===== src/design/jtag_tap_defines.vh =====
// constants for the test access port and debug pin block
`ifndef JTAG_TAP_DEFINES_VH
`define JTAG_TAP_DEFINES_VH

// instruction codes
`define IR_W 4
`define IR_EXTEST 4'h0
`define IR_INTEST 4'h1
`define IR_SAMPLE 4'h2
`define IR_ABORT 4'h8
`define IR_DPACC 4'ha
`define IR_APACC 4'hb
`define IR_IDCODE 4'he
`define IR_BYPASS 4'hf
`define IR_CAPTURE 4'h1

// debug access chain layout
`define DBG_W 35
`define ACK_W 3
`define ACK_OK 3'h2
`define ACK_WAIT 3'h1

// chain selection
`define SEL_BYP 2'h0
`define SEL_ID 2'h1
`define SEL_DBG 2'h2

// mode switch sequences
`define SW_TO_SWD 16'he79e
`define SW_TO_JTAG 16'he73c
`define SW_RUN_MIN 6'h32
`define SW_BITS 5'h10
`define RECOV_COUNT 4'ha

// register offsets
`define OFF_AFSEL 8'h00
`define OFF_DEN 8'h04
`define OFF_PUR 8'h08
`define OFF_LOCK 8'h0c
`define OFF_COMMIT 8'h10
`define OFF_STATUS 8'h14

// debug pin reset values and lock key
`define PIN_N 5
`define PIN_RST 5'h1f
`define LOCK_KEY 32'h1acce551

`endif


===== src/design/pin_sync.v =====
// two flip-flop synchroniser for pin inputs
`timescale 1ns/1ns
module pin_sync #(
	parameter W = 5,
	parameter [W-1:0] RST_VAL = {W{1'b1}}
) (
	// clock and reset
	input wire clk,
	input wire arst_n,
	// data
	input wire [W-1:0] d,
	output reg [W-1:0] q
);
	reg [W-1:0] meta_r;

	always @(posedge clk or negedge arst_n) begin
		if (!arst_n) begin
			meta_r <= RST_VAL;
			q <= RST_VAL;
		end else begin
			meta_r <= d;
			q <= meta_r;
		end
	end
endmodule


===== src/design/jtag_tap_debug_port.v =====
// test access port with debug chain, mode switch detect and debug pin control
// Functional notes
// - test logic advances only on edges of the test clock, not on system events
// - a stopped test clock changes no state and loses no register content
// - mode select is sampled on test clock rise to pick the next state
// - five high mode select clocks reach test-logic-reset from any state
// - entering test-logic-reset loads the identity instruction
// - data in is sampled on rise and fed to the selected chain
// - data out comes from instruction chain or selected data chain
// - data out is not driven unless shifting
// - data out changes on test clock fall
// - power-on reset or test reset forces test-logic-reset
// - capture loads the chain, shift moves out and in at once
// - update moves shifted chain content into its parallel register
// - system reset returns the five debug pins to the debug function
// - protected function select bits change only when unlocked and committed
// - ten alternating switches under system reset request a mass erase
// - recovery erase ignores flash protection, keeps nonvolatile settings
// - debug capture returns previous result with a three bit acknowledge
// - test reset is active low and holds test-logic-reset while low
// - switch to serial wire: 50 high, pattern e79e lsb first, 50 high
// - switch to jtag: 50 high, pattern e73c lsb first, 5 high
// - the instruction register is four bits with a parallel stage
//
// Our own choices: the placing of the registers and the strobed register port.
`timescale 1ns/1ns
`include "jtag_tap_defines.vh"
module jtag_tap_debug_port #(
	parameter [31:0] IDCODE_VALUE = 32'h00000001, // arbitrary identity value
	parameter AW = 8
) (
	// clock and reset
	input wire clk,
	input wire arst_n,
	// test port pins
	input wire tck,
	input wire tms,
	input wire tdi,
	input wire trst_n,
	output reg tdo,
	output reg tdo_oe,
	// system reset pin
	input wire sys_rst_n,
	// register port
	input wire [AW-1:0] addr,
	input wire [31:0] wdata,
	input wire wr,
	input wire rd,
	output reg [31:0] rdata,
	// debug access to the system
	output reg dbg_req,
	output reg dbg_ap,
	output reg dbg_rnw,
	output reg [1:0] dbg_addr,
	output reg [31:0] dbg_wdata,
	input wire dbg_done,
	input wire [31:0] dbg_rdata,
	// debug pin configuration
	output reg [`PIN_N-1:0] pin_alt_function_select,
	output reg [`PIN_N-1:0] pin_digital_enable,
	output reg [`PIN_N-1:0] pin_pullup_enable,
	// mode and recovery
	output reg swd_mode,
	output reg flash_mass_erase,
	output reg [`IR_W-1:0] cur_instr
);
	localparam [3:0] S_TLR = 4'h0;
	localparam [3:0] S_RTI = 4'h1;
	localparam [3:0] S_SDS = 4'h2;
	localparam [3:0] S_CDR = 4'h3;
	localparam [3:0] S_SHD = 4'h4;
	localparam [3:0] S_E1D = 4'h5;
	localparam [3:0] S_PDR = 4'h6;
	localparam [3:0] S_E2D = 4'h7;
	localparam [3:0] S_UDR = 4'h8;
	localparam [3:0] S_SIS = 4'h9;
	localparam [3:0] S_CIR = 4'ha;
	localparam [3:0] S_SHI = 4'hb;
	localparam [3:0] S_E1I = 4'hc;
	localparam [3:0] S_PIR = 4'hd;
	localparam [3:0] S_E2I = 4'he;
	localparam [3:0] S_UIR = 4'hf;

	// next tap state from state and sampled mode select
	function [3:0] tap_next;
		input [3:0] s;
		input m;
		begin
			case (s)
				S_TLR: tap_next = m ? S_TLR : S_RTI;
				S_RTI: tap_next = m ? S_SDS : S_RTI;
				S_SDS: tap_next = m ? S_SIS : S_CDR;
				S_CDR: tap_next = m ? S_E1D : S_SHD;
				S_SHD: tap_next = m ? S_E1D : S_SHD;
				S_E1D: tap_next = m ? S_UDR : S_PDR;
				S_PDR: tap_next = m ? S_E2D : S_PDR;
				S_E2D: tap_next = m ? S_UDR : S_SHD;
				S_UDR: tap_next = m ? S_SDS : S_RTI;
				S_SIS: tap_next = m ? S_TLR : S_CIR;
				S_CIR: tap_next = m ? S_E1I : S_SHI;
				S_SHI: tap_next = m ? S_E1I : S_SHI;
				S_E1I: tap_next = m ? S_UIR : S_PIR;
				S_PIR: tap_next = m ? S_E2I : S_PIR;
				S_E2I: tap_next = m ? S_UIR : S_SHI;
				S_UIR: tap_next = m ? S_SDS : S_RTI;
				default: tap_next = S_TLR;
			endcase
		end
	endfunction

	// data chain chosen by the instruction
	function [1:0] dr_sel;
		input [3:0] ir;
		begin
			case (ir)
				`IR_IDCODE: dr_sel = `SEL_ID;
				`IR_DPACC: dr_sel = `SEL_DBG;
				`IR_APACC: dr_sel = `SEL_DBG;
				`IR_ABORT: dr_sel = `SEL_DBG;
				default: dr_sel = `SEL_BYP;
			endcase
		end
	endfunction

	// pin synchronisers
	wire [4:0] sync_q;
	pin_sync #(.W(5), .RST_VAL(5'h1f)) u_sync (
		.clk(clk),
		.arst_n(arst_n),
		.d({sys_rst_n, trst_n, tdi, tms, tck}),
		.q(sync_q)
	);
	wire tck_s = sync_q[0];
	wire tms_s = sync_q[1];
	wire tdi_s = sync_q[2];
	wire trst_s = sync_q[3];
	wire sysrst_s = sync_q[4];

	reg tck_d_r;
	wire tck_rise = tck_s & ~tck_d_r;
	wire tck_fall = ~tck_s & tck_d_r;

	reg [3:0] state_r;
	reg [3:0] ir_sh_r;
	reg bp_r;
	reg [31:0] id_sh_r;
	reg [`DBG_W-1:0] dbg_sh_r;
	reg busy_r;
	reg [31:0] result_r;
	wire [1:0] sel = dr_sel(cur_instr);
	wire [3:0] st_nxt = tap_next(state_r, tms_s);
	wire [`ACK_W-1:0] ack = busy_r ? `ACK_WAIT : `ACK_OK;

	// selected serial output bit
	reg chain_bit;
	always @* begin
		chain_bit = bp_r;
		if (state_r == S_SHI) begin
			chain_bit = ir_sh_r[0];
		end else if (sel == `SEL_ID) begin
			chain_bit = id_sh_r[0];
		end else if (sel == `SEL_DBG) begin
			chain_bit = dbg_sh_r[0];
		end
	end

	// tap state machine and chains, moved by test clock edges and forced to test-logic-reset by test reset
	always @(posedge clk or negedge arst_n) begin
		if (!arst_n) begin
			tck_d_r <= 1'b1;
			state_r <= S_TLR;
			cur_instr <= `IR_IDCODE;
			ir_sh_r <= `IR_CAPTURE;
			bp_r <= 1'b0;
			id_sh_r <= 32'h00000000;
			dbg_sh_r <= {`DBG_W{1'b0}};
			tdo <= 1'b0;
			tdo_oe <= 1'b0;
		end else begin
			tck_d_r <= tck_s;
			if (!trst_s) begin
				state_r <= S_TLR;
				cur_instr <= `IR_IDCODE;
				tdo_oe <= 1'b0;
			end else if (tck_rise) begin
				state_r <= st_nxt;
				if (st_nxt == S_TLR) begin
					cur_instr <= `IR_IDCODE;
				end
				case (state_r)
					S_CIR: ir_sh_r <= `IR_CAPTURE;
					S_SHI: ir_sh_r <= {tdi_s, ir_sh_r[3:1]};
					S_UIR: cur_instr <= ir_sh_r;
					S_CDR: begin
						bp_r <= 1'b0;
						id_sh_r <= IDCODE_VALUE;
						dbg_sh_r <= {result_r, ack};
					end
					S_SHD: begin
						case (sel)
							`SEL_ID: id_sh_r <= {tdi_s, id_sh_r[31:1]};
							`SEL_DBG: dbg_sh_r <= {tdi_s, dbg_sh_r[`DBG_W-1:1]};
							default: bp_r <= tdi_s;
						endcase
					end
					default: ir_sh_r <= ir_sh_r;
				endcase
			end else if (tck_fall) begin
				// output follows falling edge, idle when not shifting
				tdo <= chain_bit;
				tdo_oe <= ~swd_mode & ((state_r == S_SHI) | (state_r == S_SHD));
			end
		end
	end

	// debug transaction launched from the update state
	wire upd_dbg = tck_rise & trst_s & (state_r == S_UDR) & (sel == `SEL_DBG);
	always @(posedge clk or negedge arst_n) begin
		if (!arst_n) begin
			busy_r <= 1'b0;
			result_r <= 32'h00000000;
			dbg_req <= 1'b0;
			dbg_ap <= 1'b0;
			dbg_rnw <= 1'b0;
			dbg_addr <= 2'h0;
			dbg_wdata <= 32'h00000000;
		end else begin
			if (upd_dbg && cur_instr == `IR_ABORT) begin
				busy_r <= 1'b0;
				dbg_req <= 1'b0;
			end else if (upd_dbg && !busy_r) begin
				busy_r <= 1'b1;
				dbg_req <= 1'b1;
				dbg_ap <= (cur_instr == `IR_APACC);
				dbg_rnw <= dbg_sh_r[0];
				dbg_addr <= dbg_sh_r[2:1];
				dbg_wdata <= dbg_sh_r[`DBG_W-1:`ACK_W];
			end else if (busy_r && dbg_done) begin
				busy_r <= 1'b0;
				dbg_req <= 1'b0;
				result_r <= dbg_rdata;
			end
		end
	end

	// switch sequence detection on the mode select line
	reg [5:0] run_r;
	reg [4:0] seq_cnt_r;
	reg [15:0] seq_sh_r;
	reg [3:0] recov_r;
	wire [15:0] seq_nxt = {tms_s, seq_sh_r[15:1]};
	wire seq_end = tck_rise & (seq_cnt_r == `SW_BITS - 5'h01);
	wire to_swd = seq_end & (seq_nxt == `SW_TO_SWD);
	wire to_jtag = seq_end & (seq_nxt == `SW_TO_JTAG);
	wire want_swd = ~recov_r[0];
	always @(posedge clk or negedge arst_n) begin
		if (!arst_n) begin
			run_r <= 6'h00;
			seq_cnt_r <= 5'h00;
			seq_sh_r <= 16'h0000;
			swd_mode <= 1'b0;
			recov_r <= 4'h0;
			flash_mass_erase <= 1'b0;
		end else begin
			flash_mass_erase <= 1'b0;
			if (tck_rise) begin
				if (!tms_s) begin
					run_r <= 6'h00;
				end else if (run_r != `SW_RUN_MIN) begin
					run_r <= run_r + 6'h01;
				end
				if (seq_cnt_r != 5'h00) begin
					seq_sh_r <= seq_nxt;
					seq_cnt_r <= seq_end ? 5'h00 : seq_cnt_r + 5'h01;
				end else if (!tms_s && run_r == `SW_RUN_MIN) begin
					seq_sh_r <= seq_nxt;
					seq_cnt_r <= 5'h01;
				end
			end
			if (to_swd) begin
				swd_mode <= 1'b1;
			end else if (to_jtag) begin
				swd_mode <= 1'b0;
			end
			// recovery counts alternating switches only while system reset is held
			if (sysrst_s) begin
				recov_r <= 4'h0;
			end else if ((to_swd && want_swd) || (to_jtag && !want_swd)) begin
				if (recov_r == `RECOV_COUNT - 4'h1) begin
					recov_r <= 4'h0;
					flash_mass_erase <= 1'b1;
				end else begin
					recov_r <= recov_r + 4'h1;
				end
			end else if (to_swd) begin
				recov_r <= 4'h1;
			end else if (to_jtag) begin
				recov_r <= 4'h0;
			end
		end
	end

	// debug pin configuration registers
	reg unlocked_r;
	reg [`PIN_N-1:0] commit_r;
	wire wr_afsel = wr & (addr == `OFF_AFSEL);
	wire wr_lock = wr & (addr == `OFF_LOCK);
	wire wr_commit = wr & (addr == `OFF_COMMIT);
	always @(posedge clk or negedge arst_n) begin
		if (!arst_n) begin
			pin_alt_function_select <= `PIN_RST;
			pin_digital_enable <= `PIN_RST;
			pin_pullup_enable <= `PIN_RST;
			unlocked_r <= 1'b0;
			commit_r <= {`PIN_N{1'b0}};
		end else if (!sysrst_s) begin
			pin_alt_function_select <= `PIN_RST;
			pin_digital_enable <= `PIN_RST;
			pin_pullup_enable <= `PIN_RST;
			unlocked_r <= 1'b0;
			commit_r <= {`PIN_N{1'b0}};
		end else begin
			if (wr_lock) begin
				unlocked_r <= (wdata == `LOCK_KEY);
			end
			if (wr_commit && unlocked_r) begin
				commit_r <= wdata[`PIN_N-1:0];
			end
			if (wr_afsel && unlocked_r) begin
				pin_alt_function_select <= (commit_r & wdata[`PIN_N-1:0]) |
					(~commit_r & pin_alt_function_select);
			end
			if (wr && addr == `OFF_DEN) begin
				pin_digital_enable <= wdata[`PIN_N-1:0];
			end
			if (wr && addr == `OFF_PUR) begin
				pin_pullup_enable <= wdata[`PIN_N-1:0];
			end
		end
	end

	// read data, one cycle after the strobe
	always @(posedge clk or negedge arst_n) begin
		if (!arst_n) begin
			rdata <= 32'h00000000;
		end else if (rd) begin
			case (addr)
				`OFF_AFSEL: rdata <= {27'h0, pin_alt_function_select};
				`OFF_DEN: rdata <= {27'h0, pin_digital_enable};
				`OFF_PUR: rdata <= {27'h0, pin_pullup_enable};
				`OFF_LOCK: rdata <= {31'h0, ~unlocked_r};
				`OFF_COMMIT: rdata <= {27'h0, commit_r};
				`OFF_STATUS: rdata <= {16'h0, recov_r, busy_r, swd_mode, 2'h0, state_r, cur_instr};
				default: rdata <= 32'h00000000;
			endcase
		end else begin
			rdata <= 32'h00000000;
		end
	end
endmodule


===== config.mk =====
export PLATFORM = sky130hd
export DESIGN_NAME = jtag_tap_debug_port
export DESIGN_NICKNAME = d
export VERILOG_FILES = /design/src/design/pin_sync.v /design/src/design/jtag_tap_debug_port.v
export VERILOG_INCLUDE_DIRS = /design/src /design/src/design
export SDC_FILE = /design/constraint.sdc
export NUM_CORES = 1
export LEC_CHECK = 0
export ABC_AREA = 1
export BUFFER_PORTS_ARGS = -buffer_cell sky130_fd_sc_hd__buf_2
export CAP_MARGIN = 5
export CORE_MARGIN = 1.5
export CORE_UTILIZATION = 23
export CTS_CLUSTER_DIAMETER = 80
export DETAILED_ROUTE_END_ITERATION = 12
export PLACE_DENSITY = 0.48
export SYNTH_ARGS = -nofsm -noshare
export SYNTH_HDL_FRONTEND = slang
export SYNTH_SLANG_ARGS = --single-unit

===== constraint.sdc =====
create_clock -name clk -period 3.8 [get_ports clk]
set_clock_uncertainty 0.1 [all_clocks]
set_input_delay 0.19 -clock clk [delete_from_list [all_inputs] [get_ports clk]]
set_output_delay 0.19 -clock clk [all_outputs]
set_load 0.01 [all_outputs]

; Word level (Yosys, flattened, before mapping)
; Index checks and enable logic that the tools add are counted.
[word_totals]
ff_bits = 248
out_inout_bits = 92
word_cells = 208
[op_classes]
addsub = 3
n_eq_ne = 46
muxes = 66
n_bitwise = 25
reduce_logical = 39
[op_table]
columns = op, count
row1 = 16-bit case mux with 6 select lines, 1
row2 = 35-bit case mux with 2 select lines, 1
row3 = 32-bit two-way mux, 2
row4 = 32-bit case mux with 2 select lines, 1
row5 = 4-bit two-way mux, 15
row6 = 5-bit two-way mux, 11
row7 = "4-bit == test, second input constant", 13
row8 = 4-bit case mux with 12 select lines, 1
row9 = 35-bit two-way mux, 1
row10 = "16-bit == test, second input constant", 2
row11 = "32-bit by 29-bit == test with 1-bit output, second input constant", 1
row12 = 16-bit two-way mux, 2
row13 = "2-bit inequality test, second input constant", 12
row14 = 1-bit two-way mux, 20
row15 = "4-bit by 3-bit == test with 1-bit output, second input constant", 4
row16 = "8-bit by 4-bit == test with 1-bit output, second input constant", 2
row17 = "8-bit by 5-bit == test with 1-bit output, second input constant", 2
row18 = 1-bit bitwise AND, 12
row19 = 6-bit two-way mux, 2
row20 = 4-bit AND reduction, 3
row21 = 5-bit bitwise AND, 2
row22 = 1-bit logical AND, 10
row23 = 2-bit AND reduction, 5
row24 = 3-bit AND reduction, 3
row25 = other kinds (31), 51

; Depth between registers and ports, before layout
; Gate-level depths: netlist (run 1).
[logic_depth]
word_depth = 8
depth_mapped = 13
ltp_nobuf = 12

; Hierarchy
; A second synthesis (run 1) with hierarchy kept.
[unflattened]
hier_cells = 1165
area_unflattened_um2 = 10353.7
[by_module_without_submodules]
columns = mod, instances, cells_each, area_each_um2, seq_area_each_um2
row1 = jtag_tap_debug_port, 1, 1155, 10090.9, 5505.3
row2 = pin_sync, 1, 10, 262.8, 262.8

; Worst setup path after synthesis (run 1)
; OpenSTA, ideal clock, no wires.
[synth_timing]
path_type = register to register
from = reg cur_instr[3]
to = reg result_r[10]
setup_ns = 0.125
t_arrival_ns = 1.994
path_slack_ns = 1.582
stages_incl_launch_ff = 12
n_path_buf = 1
synth_period_minus_slack_ns = 2.218
cell_sequence = dfstp_2 -> inv_1 -> nor2_1 -> o21ai_0 -> inv_1 -> ha_1 -> inv_1 -> nor3_2 -> nand2_2 -> nand3_4 -> buf_8 -> mux2_2
[synth_between]
elab_chain_len = 8
elab_cells_between_ends = 13
cone_classes = eq/ne (5) / mux (1) / bitwise (3) / reduce/logical (4)
[synth_rtl]
columns = item, line
row1 = from (decl), jtag_tap_debug_port.v:65  ; output reg [`IR_W-1:0] cur_instr
row2 = from (signal assigned), jtag_tap_debug_port.v:172  ; cur_instr <= `IR_IDCODE;
row3 = from (signal assigned), jtag_tap_debug_port.v:183  ; cur_instr <= `IR_IDCODE;
row4 = from (signal assigned), jtag_tap_debug_port.v:188  ; cur_instr <= `IR_IDCODE;
row5 = 4-bit == test, jtag_tap_debug_port.v:115  ; case (ir)
row6 = 3-bit OR reduction (no source line), n/a
row7 = 2-bit case mux with 2 select lines, jtag_tap_debug_port.v:115
row8 = 2-bit == test, n/a
row9 = 1-bit bitwise AND, jtag_tap_debug_port.v:217  ; wire upd_dbg = tck_rise & trst_s & (state_r == S_UDR) & (sel == `SEL_DBG);
row10 = "1-bit logical AND, on equally long branches", n/a
row11 = 1-bit inverter (no source line), n/a
row12 = 3-bit AND reduction (no source line) (*), n/a
row13 = to (signal assigned), jtag_tap_debug_port.v:241  ; result_r <= dbg_rdata;
row14 = to (decl), jtag_tap_debug_port.v:149  ; reg [31:0] result_r;
; Every way passes the cells marked *; elsewhere a longest branch is shown, timed or not.
; A chain may end at the register's enable or synchronous reset.

; Worst setup path after layout (run 1)
[layout_timing]
from = in wdata[17]
to = reg unlocked_r
[layout_between]
elab_chain_len = 3
[layout_rtl]
columns = item, line
row1 = from (decl), jtag_tap_debug_port.v:46  ; input wire [31:0] wdata,
row2 = 32-bit by 29-bit == test with 1-bit output (no source line), n/a
row3 = 1-bit two-way mux, jtag_tap_debug_port.v:323  ; if (wr_lock) begin
row4 = 1-bit two-way mux, jtag_tap_debug_port.v:316  ; end else if (!sysrst_s) begin
row5 = to (signal assigned), jtag_tap_debug_port.v:324  ; unlocked_r <= (wdata == `LOCK_KEY);
row6 = to (decl), jtag_tap_debug_port.v:304  ; reg unlocked_r;
; Every way passes these cells. The select of a mux whose other input is x is not followed.

==> results of run 1 <==
## tightest hold or removal path: cells and delay by family
kind,cells,cell delay (ns)
buf+inv,1,0.07
simple gates,3,0.22
compound gates,1,0.12
## state kept, by name, indices dropped and copies added (netlist names), 6 cells and up
name,flops
dbg_wdata,32
seq_sh_r,15
run_r,6
dbg_sh_r,35
result_r,32
rdata,14
id_sh_r,32
## layout make-up
| class | instances | area (sq um) |
|---|---|---|
| fill | 4557 | 30220 |
| sequential | 229 | 5768 |
| multi-input combinational | 703 | 3572 |
| timing repair buffer | 218 | 1431 |
| clock buffer | 45 | 814.5 |
| tap | 585 | 732.0 |
| inverter | 115 | 431.7 |
| clock inverter | 7 | 102.6 |
## logic make-up after synthesis
| family | share of synthesized area |
|---|---|
| AO/OA/AOI/OAI | 0.1196 |
| XOR/XNOR | 0.0008711 |
| adder cells (fa/ha/maj) | 0.007465 |
| buffers and inverters | 0.07826 |
| flip-flops | 0.5736 |
| multiplexers | 0.03695 |
| other | 0.0003729 |
| AND/OR/NAND/NOR | 0.1829 |
## cell usage in the layout, fill, tap and decap left out, types with 2 or more instances in the layout
master         netlist  routed
clkbuf_8             0       5
o22ai_1              3       3
o21ai_1              4       4
nor4_1               6       6
dfrtp_1            199     199
bufinv_16            0       2
nor3_1              13      13
inv_1              112     112
o21a_1               2       2
dlygate4sd3_1        0      54
buf_2               29     154
a21oi_1             27      27
mux2_2              33      33
ha_1                 6       6
o21ai_0            116     116
o221ai_1             3       3
nor2_1              82      82
buf_12               0       3
inv_2                3       3
dfstp_2             30      30
clkinv_2             0       2
a31oi_1              2       2
nand2_1            248     248
buf_4               18       6
clkbuf_1             8      12
nand3_1             68      68
nand4_1              9       9
nor2_2               4       4
conb_1               1      18
a22o_1               4       4
o211ai_1            35      35
o21ai_2              2       2
nand2_2              4       4
clkbuf_16            0      28
## timing repair
item,4_1_cts,5_1_grt
hold buffers,54,0
hold endpoints to repair,168,0
endpoints found under the setup margin,0,0
## power by group
part / total [uW] / switching [uW] / internal [uW]
registers: 2580 / 48.9 / 2530
clock network: 2640 / 1040 / 1600
logic: 323 / 184 / 139
## path summary, 6_finish.rpt
| kind | startpoint | to | slack (ns) |
|---|---|---|---|
| max | wdata[17] | unlocked_r | 0.58 |
| min | addr[0] | unlocked_r | 0.009 |
| max reg2reg | cur_instr[3] | result_r[20] | 0.96 |
| min reg2reg | u_sync.meta_r[0] | u_sync.q[0] | 0.25 |
| max in group asynchronous | arst_n | pin_digital_enable[1] | 2.42 |
| min in group asynchronous | arst_n | dbg_sh_r[11] | 0.19 |
## routing by layer
| layer | routed length, um | part of all wire | track usage | vias up |
|---|---|---|---|---|
| met2 | 11790 | 0.46 | 0.1847 | 165 |
| met5 | 0 | 0 | 0 | - |
| met1 | 11820 | 0.47 | 0.1526 | 3794 |
| met3 | 1330 | 0.052 | 0.02393 | 33 |
| met4 | 435 | 0.017 | 0.02463 | 0 |
| li1 | - | - | - | 3965 |
## per-stage QoR
stage	hold slack (ns)	std cells	instance area (sq um)	util	power [uW]
after floorplan	-0.2056	1105	10120	-	2757
after CTS	0.0005940	1902	12850	0.2984	5650
after detailed placement	0.2036	1796	11390	0.2645	2911
after global placement	0.2007	1796	11390	0.2645	2902
final	0.009277	1902	12850	0.2984	5542
after global routing	0.08693	1902	12850	0.2984	5806
==> impl_metrics.ini, run 1 <==
[outcome]
outcome = complete, no violations

[setup_path]
crit_path_max_incr_delay_ns = 0.57
end_kind = register
path_cells = dlygate4sd3_1 > buf_2 > nor2_1 > dlygate4sd3_1 > nand3_1 > dlygate4sd3_1 > nor3_1 > dlygate4sd3_1 > nand2_1 > dlygate4sd3_1 > a21oi_1
slowest_stage = dlygate4sd3_1
cp.arrival_ns = 3.59
critical_path_buf_inv_count = 6
path_depth = 11
cp_common_cell = dlygate4sd3_1
crit_type = in2reg
worstSetupStartpointType = primary input
crit_fanout = 1
worstPathRequired_ns = 4.17
critPathTopFamily = buffers and inverters
rr_worst_depth = 9

[synthesis]
syn_area_sq_um = 10060
ys_types = 42
async_flop_share = 1.000
synth_top_area_share = 0.4952
ys.flop_type = dfrtp_1
synth_edf_count = 0
post_synth.cell_area_avg_sq_um = 9.243
syn_inst = 1088
yosys.area.top_type = dfrtp_1
synth_area_leaders = dfrtp_1, nand2_1, dfstp_2, o21ai_0, inv_1
yosysMostFrequentCell = nand2_1
yosysWarnings = 0
ys_top_cells_by_count = nand2_1, dfrtp_1, o21ai_0, inv_1, nor2_1
ys_seq_area_frac = 0.5736
ys_ff_latch = 229

[finish]
syn_to_final_growth_pct = 27.81
n_antenna_cell = 0
final_nets = 1383
drive_above_1_share = 0.2172

[drt]
drt_wl_total_um = 25380
wl_per_cell_um = 13.34
drt_iter0_markers = 332
ant_nets = 0
drc_errors = 0
firstDrtPassIters = 4
vias = 7957
routed_via_density = 4.183

[global_routing]
grt_max_degree = 117
grt_pass1_vias = 7686
grt_usage = 0.1129
antenna_found_initial = 0
grt-ovfl-total = 0
grt_first_pass_wirelength_um = 41170

[clock_tree]
htree_levels = 1
insertion_delay_ns = 0.55
ctsResizeCount = 0
clk_pin_slew_ns = 0.06
cts_tree = done
post-cts-setup-buffers = 0
root_buffer = clkbuf_16
numCtsBuffers = 28
cts.sinks = 229
clockBufferDepth = 3

[pwr]
vdd_drop_max_uv = 262.7
powerDensity_nw_per_um2 = 431.2
leakagePower_uw = 0.006036

[sta]
slew_violations = 0
fin_crit_sh = 0.8477
rsz0062_at_grt = false
setup_viol = 0
fmax_mhz = 310.4
tns_ns = 0
min_period_ns = 3.221
setup_ws_ns = 0.5787
worst_pin_slew_ns = 0.9166
slew-limit-headroom = 0.3889
hold_viol_final = 0

[placement]
dpl.hpwl_um = 17440
dp_slack_ns = 0.9211
gp_congestion = 0.8068
io_buffers = 155

[hold_path]
holdPathStages = 5
hp-class = in2reg

[floorplanning]
rows = 76
dieHeight_um = 212.1
initial_core_util = 0.2334
core_region_area_sq_um = 43080
die_x_um = 212.1
design.die.area_sq_um = 44980
num_io_pins = 174

[job]
drv_cap = 0
Power figures use the tool's default switching activity.
==> inputs of run 2 (changes only) <==
--- a/config.mk
+++ b/config.mk
@@ -13,7 +13,7 @@
 export CORE_UTILIZATION = 23
 export CTS_CLUSTER_DIAMETER = 80
 export DETAILED_ROUTE_END_ITERATION = 12
-export PLACE_DENSITY = 0.48
+export PLACE_DENSITY = 0.49
 export SYNTH_ARGS = -nofsm -noshare
 export SYNTH_HDL_FRONTEND = slang
 export SYNTH_SLANG_ARGS = --single-unit
==> constraint.sdc (replaced) <==
create_clock -name clk -period 2.93 [get_ports clk]
set_clock_uncertainty 0.1 [all_clocks]
set_input_delay 0.1465 -clock clk [delete_from_list [all_inputs] [get_ports clk]]
set_output_delay 0.1465 -clock clk [all_outputs]
set_load 0.01 [all_outputs]
==> run 2 against run 1 <==
Wire length decreased by 0.22%. Core utilization up 0.60 points. Combinational power is 32% higher. Highest routed layer unchanged. Critical path depth shrank 2. Global-route usage rose by 0.15 points. Sequential power is 29% higher. Critical endpoint is now result_r[19]. Register-to-register slack got worse by 0.71 ns. Flip-flop and latch count did not move. Clock-buffer cell count is 8 lower. Die area stayed put.
==> impl_metrics.ini, run 2 (synthesis results as in run 1) <==
[outcome]
outcome = complete, no violations

[finish]
largest_reg_flops = 35
n_antenna_cell = 0
drive_above_1_share = 0.2249
stdcell_area_sq_um = 13110
syn_to_final_growth_pct = 30.40
final_cell_mix = nand2_1, dfrtp_1, buf_2, o21ai_0, inv_1
top_register = dbg_sh_r
layout_commonest_cell = nand2_1
fillerInstances = 4563
final_nets = 1391

[clock_tree]
clk_pin_slew_ns = 0.06
post-cts-setup-buffers = 0
htree_levels = 1
cts_tree = done
numCtsBuffers = 28
cts.sinks = 229
root_buffer = clkbuf_16
insertion_delay_ns = 0.57
clockBufferDepth = 3

[floorplanning]
dieHeight_um = 212.1
design.die.area_sq_um = 44980
num_io_pins = 174
die_x_um = 212.1
initial_core_util = 0.2334
core_region_area_sq_um = 43080
rows = 76

[job]
drv_cap = 0

[drt]
ant_nets = 0
drc_errors = 0
wl_met2_um = 11640
top_layer_used = met4
drt_wl_total_um = 25320
wl_per_cell_um = 13.26
wl_met1_um = 11750
routed_via_density = 4.180
vias = 7984
drt_iter0_markers = 437
route.met3.wl_um = 1429
firstDrtPassIters = 5

[setup_path]
reg2reg_from = cur_instr[3]
rrSetupSlack_ns = 0.25
rr_worst_depth = 9
cp.arrival_ns = 3.03
worstPathRequired_ns = 3.28
rr_endpoint = result_r[19]
worstSetupStartpointType = register
crit_fanout = 32
crit_type = reg2reg
end_kind = register

[sta]
fin_crit_sh = 0.9147
fmax_mhz = 373.1
setup_ws_ns = 0.2499
hold_viol_final = 0
setup_viol = 0
rsz0062_at_grt = false
tns_ns = 0
slew-limit-headroom = 0.5410
slew_violations = 0
worst_pin_slew_ns = 0.6822
min_period_ns = 2.680

[placement]
place_area_sq_um = 11460
io_buffers = 155
gp_congestion = 0.8147
dpl.hpwl_um = 17360
dp_slack_ns = 0.1734

[global_routing]
grt_first_pass_wirelength_um = 41710
antenna_found_initial = 0
grt-ovfl-total = 0
grt_pass1_vias = 7833
grt_usage = 0.1144
grt_max_degree = 80

[pwr]
powerDensity_nw_per_um2 = 587.4
vdd_drop_max_uv = 362.5
leakagePower_uw = 0.006167

[hold_path]
hp-class = in2async
[run 2: how the worst max path moves through the flow]
stage / endpoint / depth (start not counted) / slack [ns] / startpoint
after floorplan: result_r[10] / 11 / 0.71 / cur_instr[3]
after global placement: result_r[8] / 9 / 0.20 / cur_instr[3]
after detailed placement: result_r[24] / 9 / 0.17 / cur_instr[3]
after CTS: result_r[19] / 9 / 0.20 / cur_instr[3]
after global routing: result_r[18] / 9 / 0.03 / cur_instr[3]
final: result_r[19] / 9 / 0.25 / cur_instr[3]
[run 2: metal layers]
metal | up-vias | track usage
met5 | - | 0
met4 | 0 | 0.02833
met3 | 35 | 0.02496
met2 | 190 | 0.1849
met1 | 3774 | 0.1551
li1 | 3985 | -
[run 2: area by class of cell]
cell class              count  area, sq um  share of cell area
clock buffers              37        784.5             0.05983
multi-input cells         703         3572              0.2724
repair buffers            226         1539              0.1174
well taps                 585        732.0             0.05582
clock inverters            15        285.3             0.02176
inverters                 115        431.7             0.03292
flip-flops and latches    229         5768              0.4399
[run 2: what timing repair did]
action | in CTS | in global routing
hold buffers | 58 | 0
gates resized for setup | 0 | 0
endpoints found under the hold margin | 261 | 0
[run 2: critical path, cell delays in order, from the launching register on]
cell     delay (ns)
dfstp_2        0.54
inv_1          0.06
nor4_1         0.36
inv_1          0.08
ha_1           0.23
inv_1          0.15
nor3_2         0.09
nand2_2        0.10
nand3_4        0.41
mux2_2         0.45
[run 2: metrics by stage]
step	power (uW)	utilization	cells	hold slack [ns]
5_1_grt	8032	0.3044	1910	0.07992
3_5_place_dp	3778	0.2661	1800	0.05666
2_1_floorplan	3575	-	1105	-0.2491
6_report	7703	0.3044	1910	0.03537
4_1_cts	7844	0.3044	1910	0.02610
3_3_place_gp	3769	0.2661	1800	0.04545
[run 2: power by group]
part	internal [uW]	switching, uW
Sequential	3280	61.3
Combinational	185	241
Clock	2510	1430
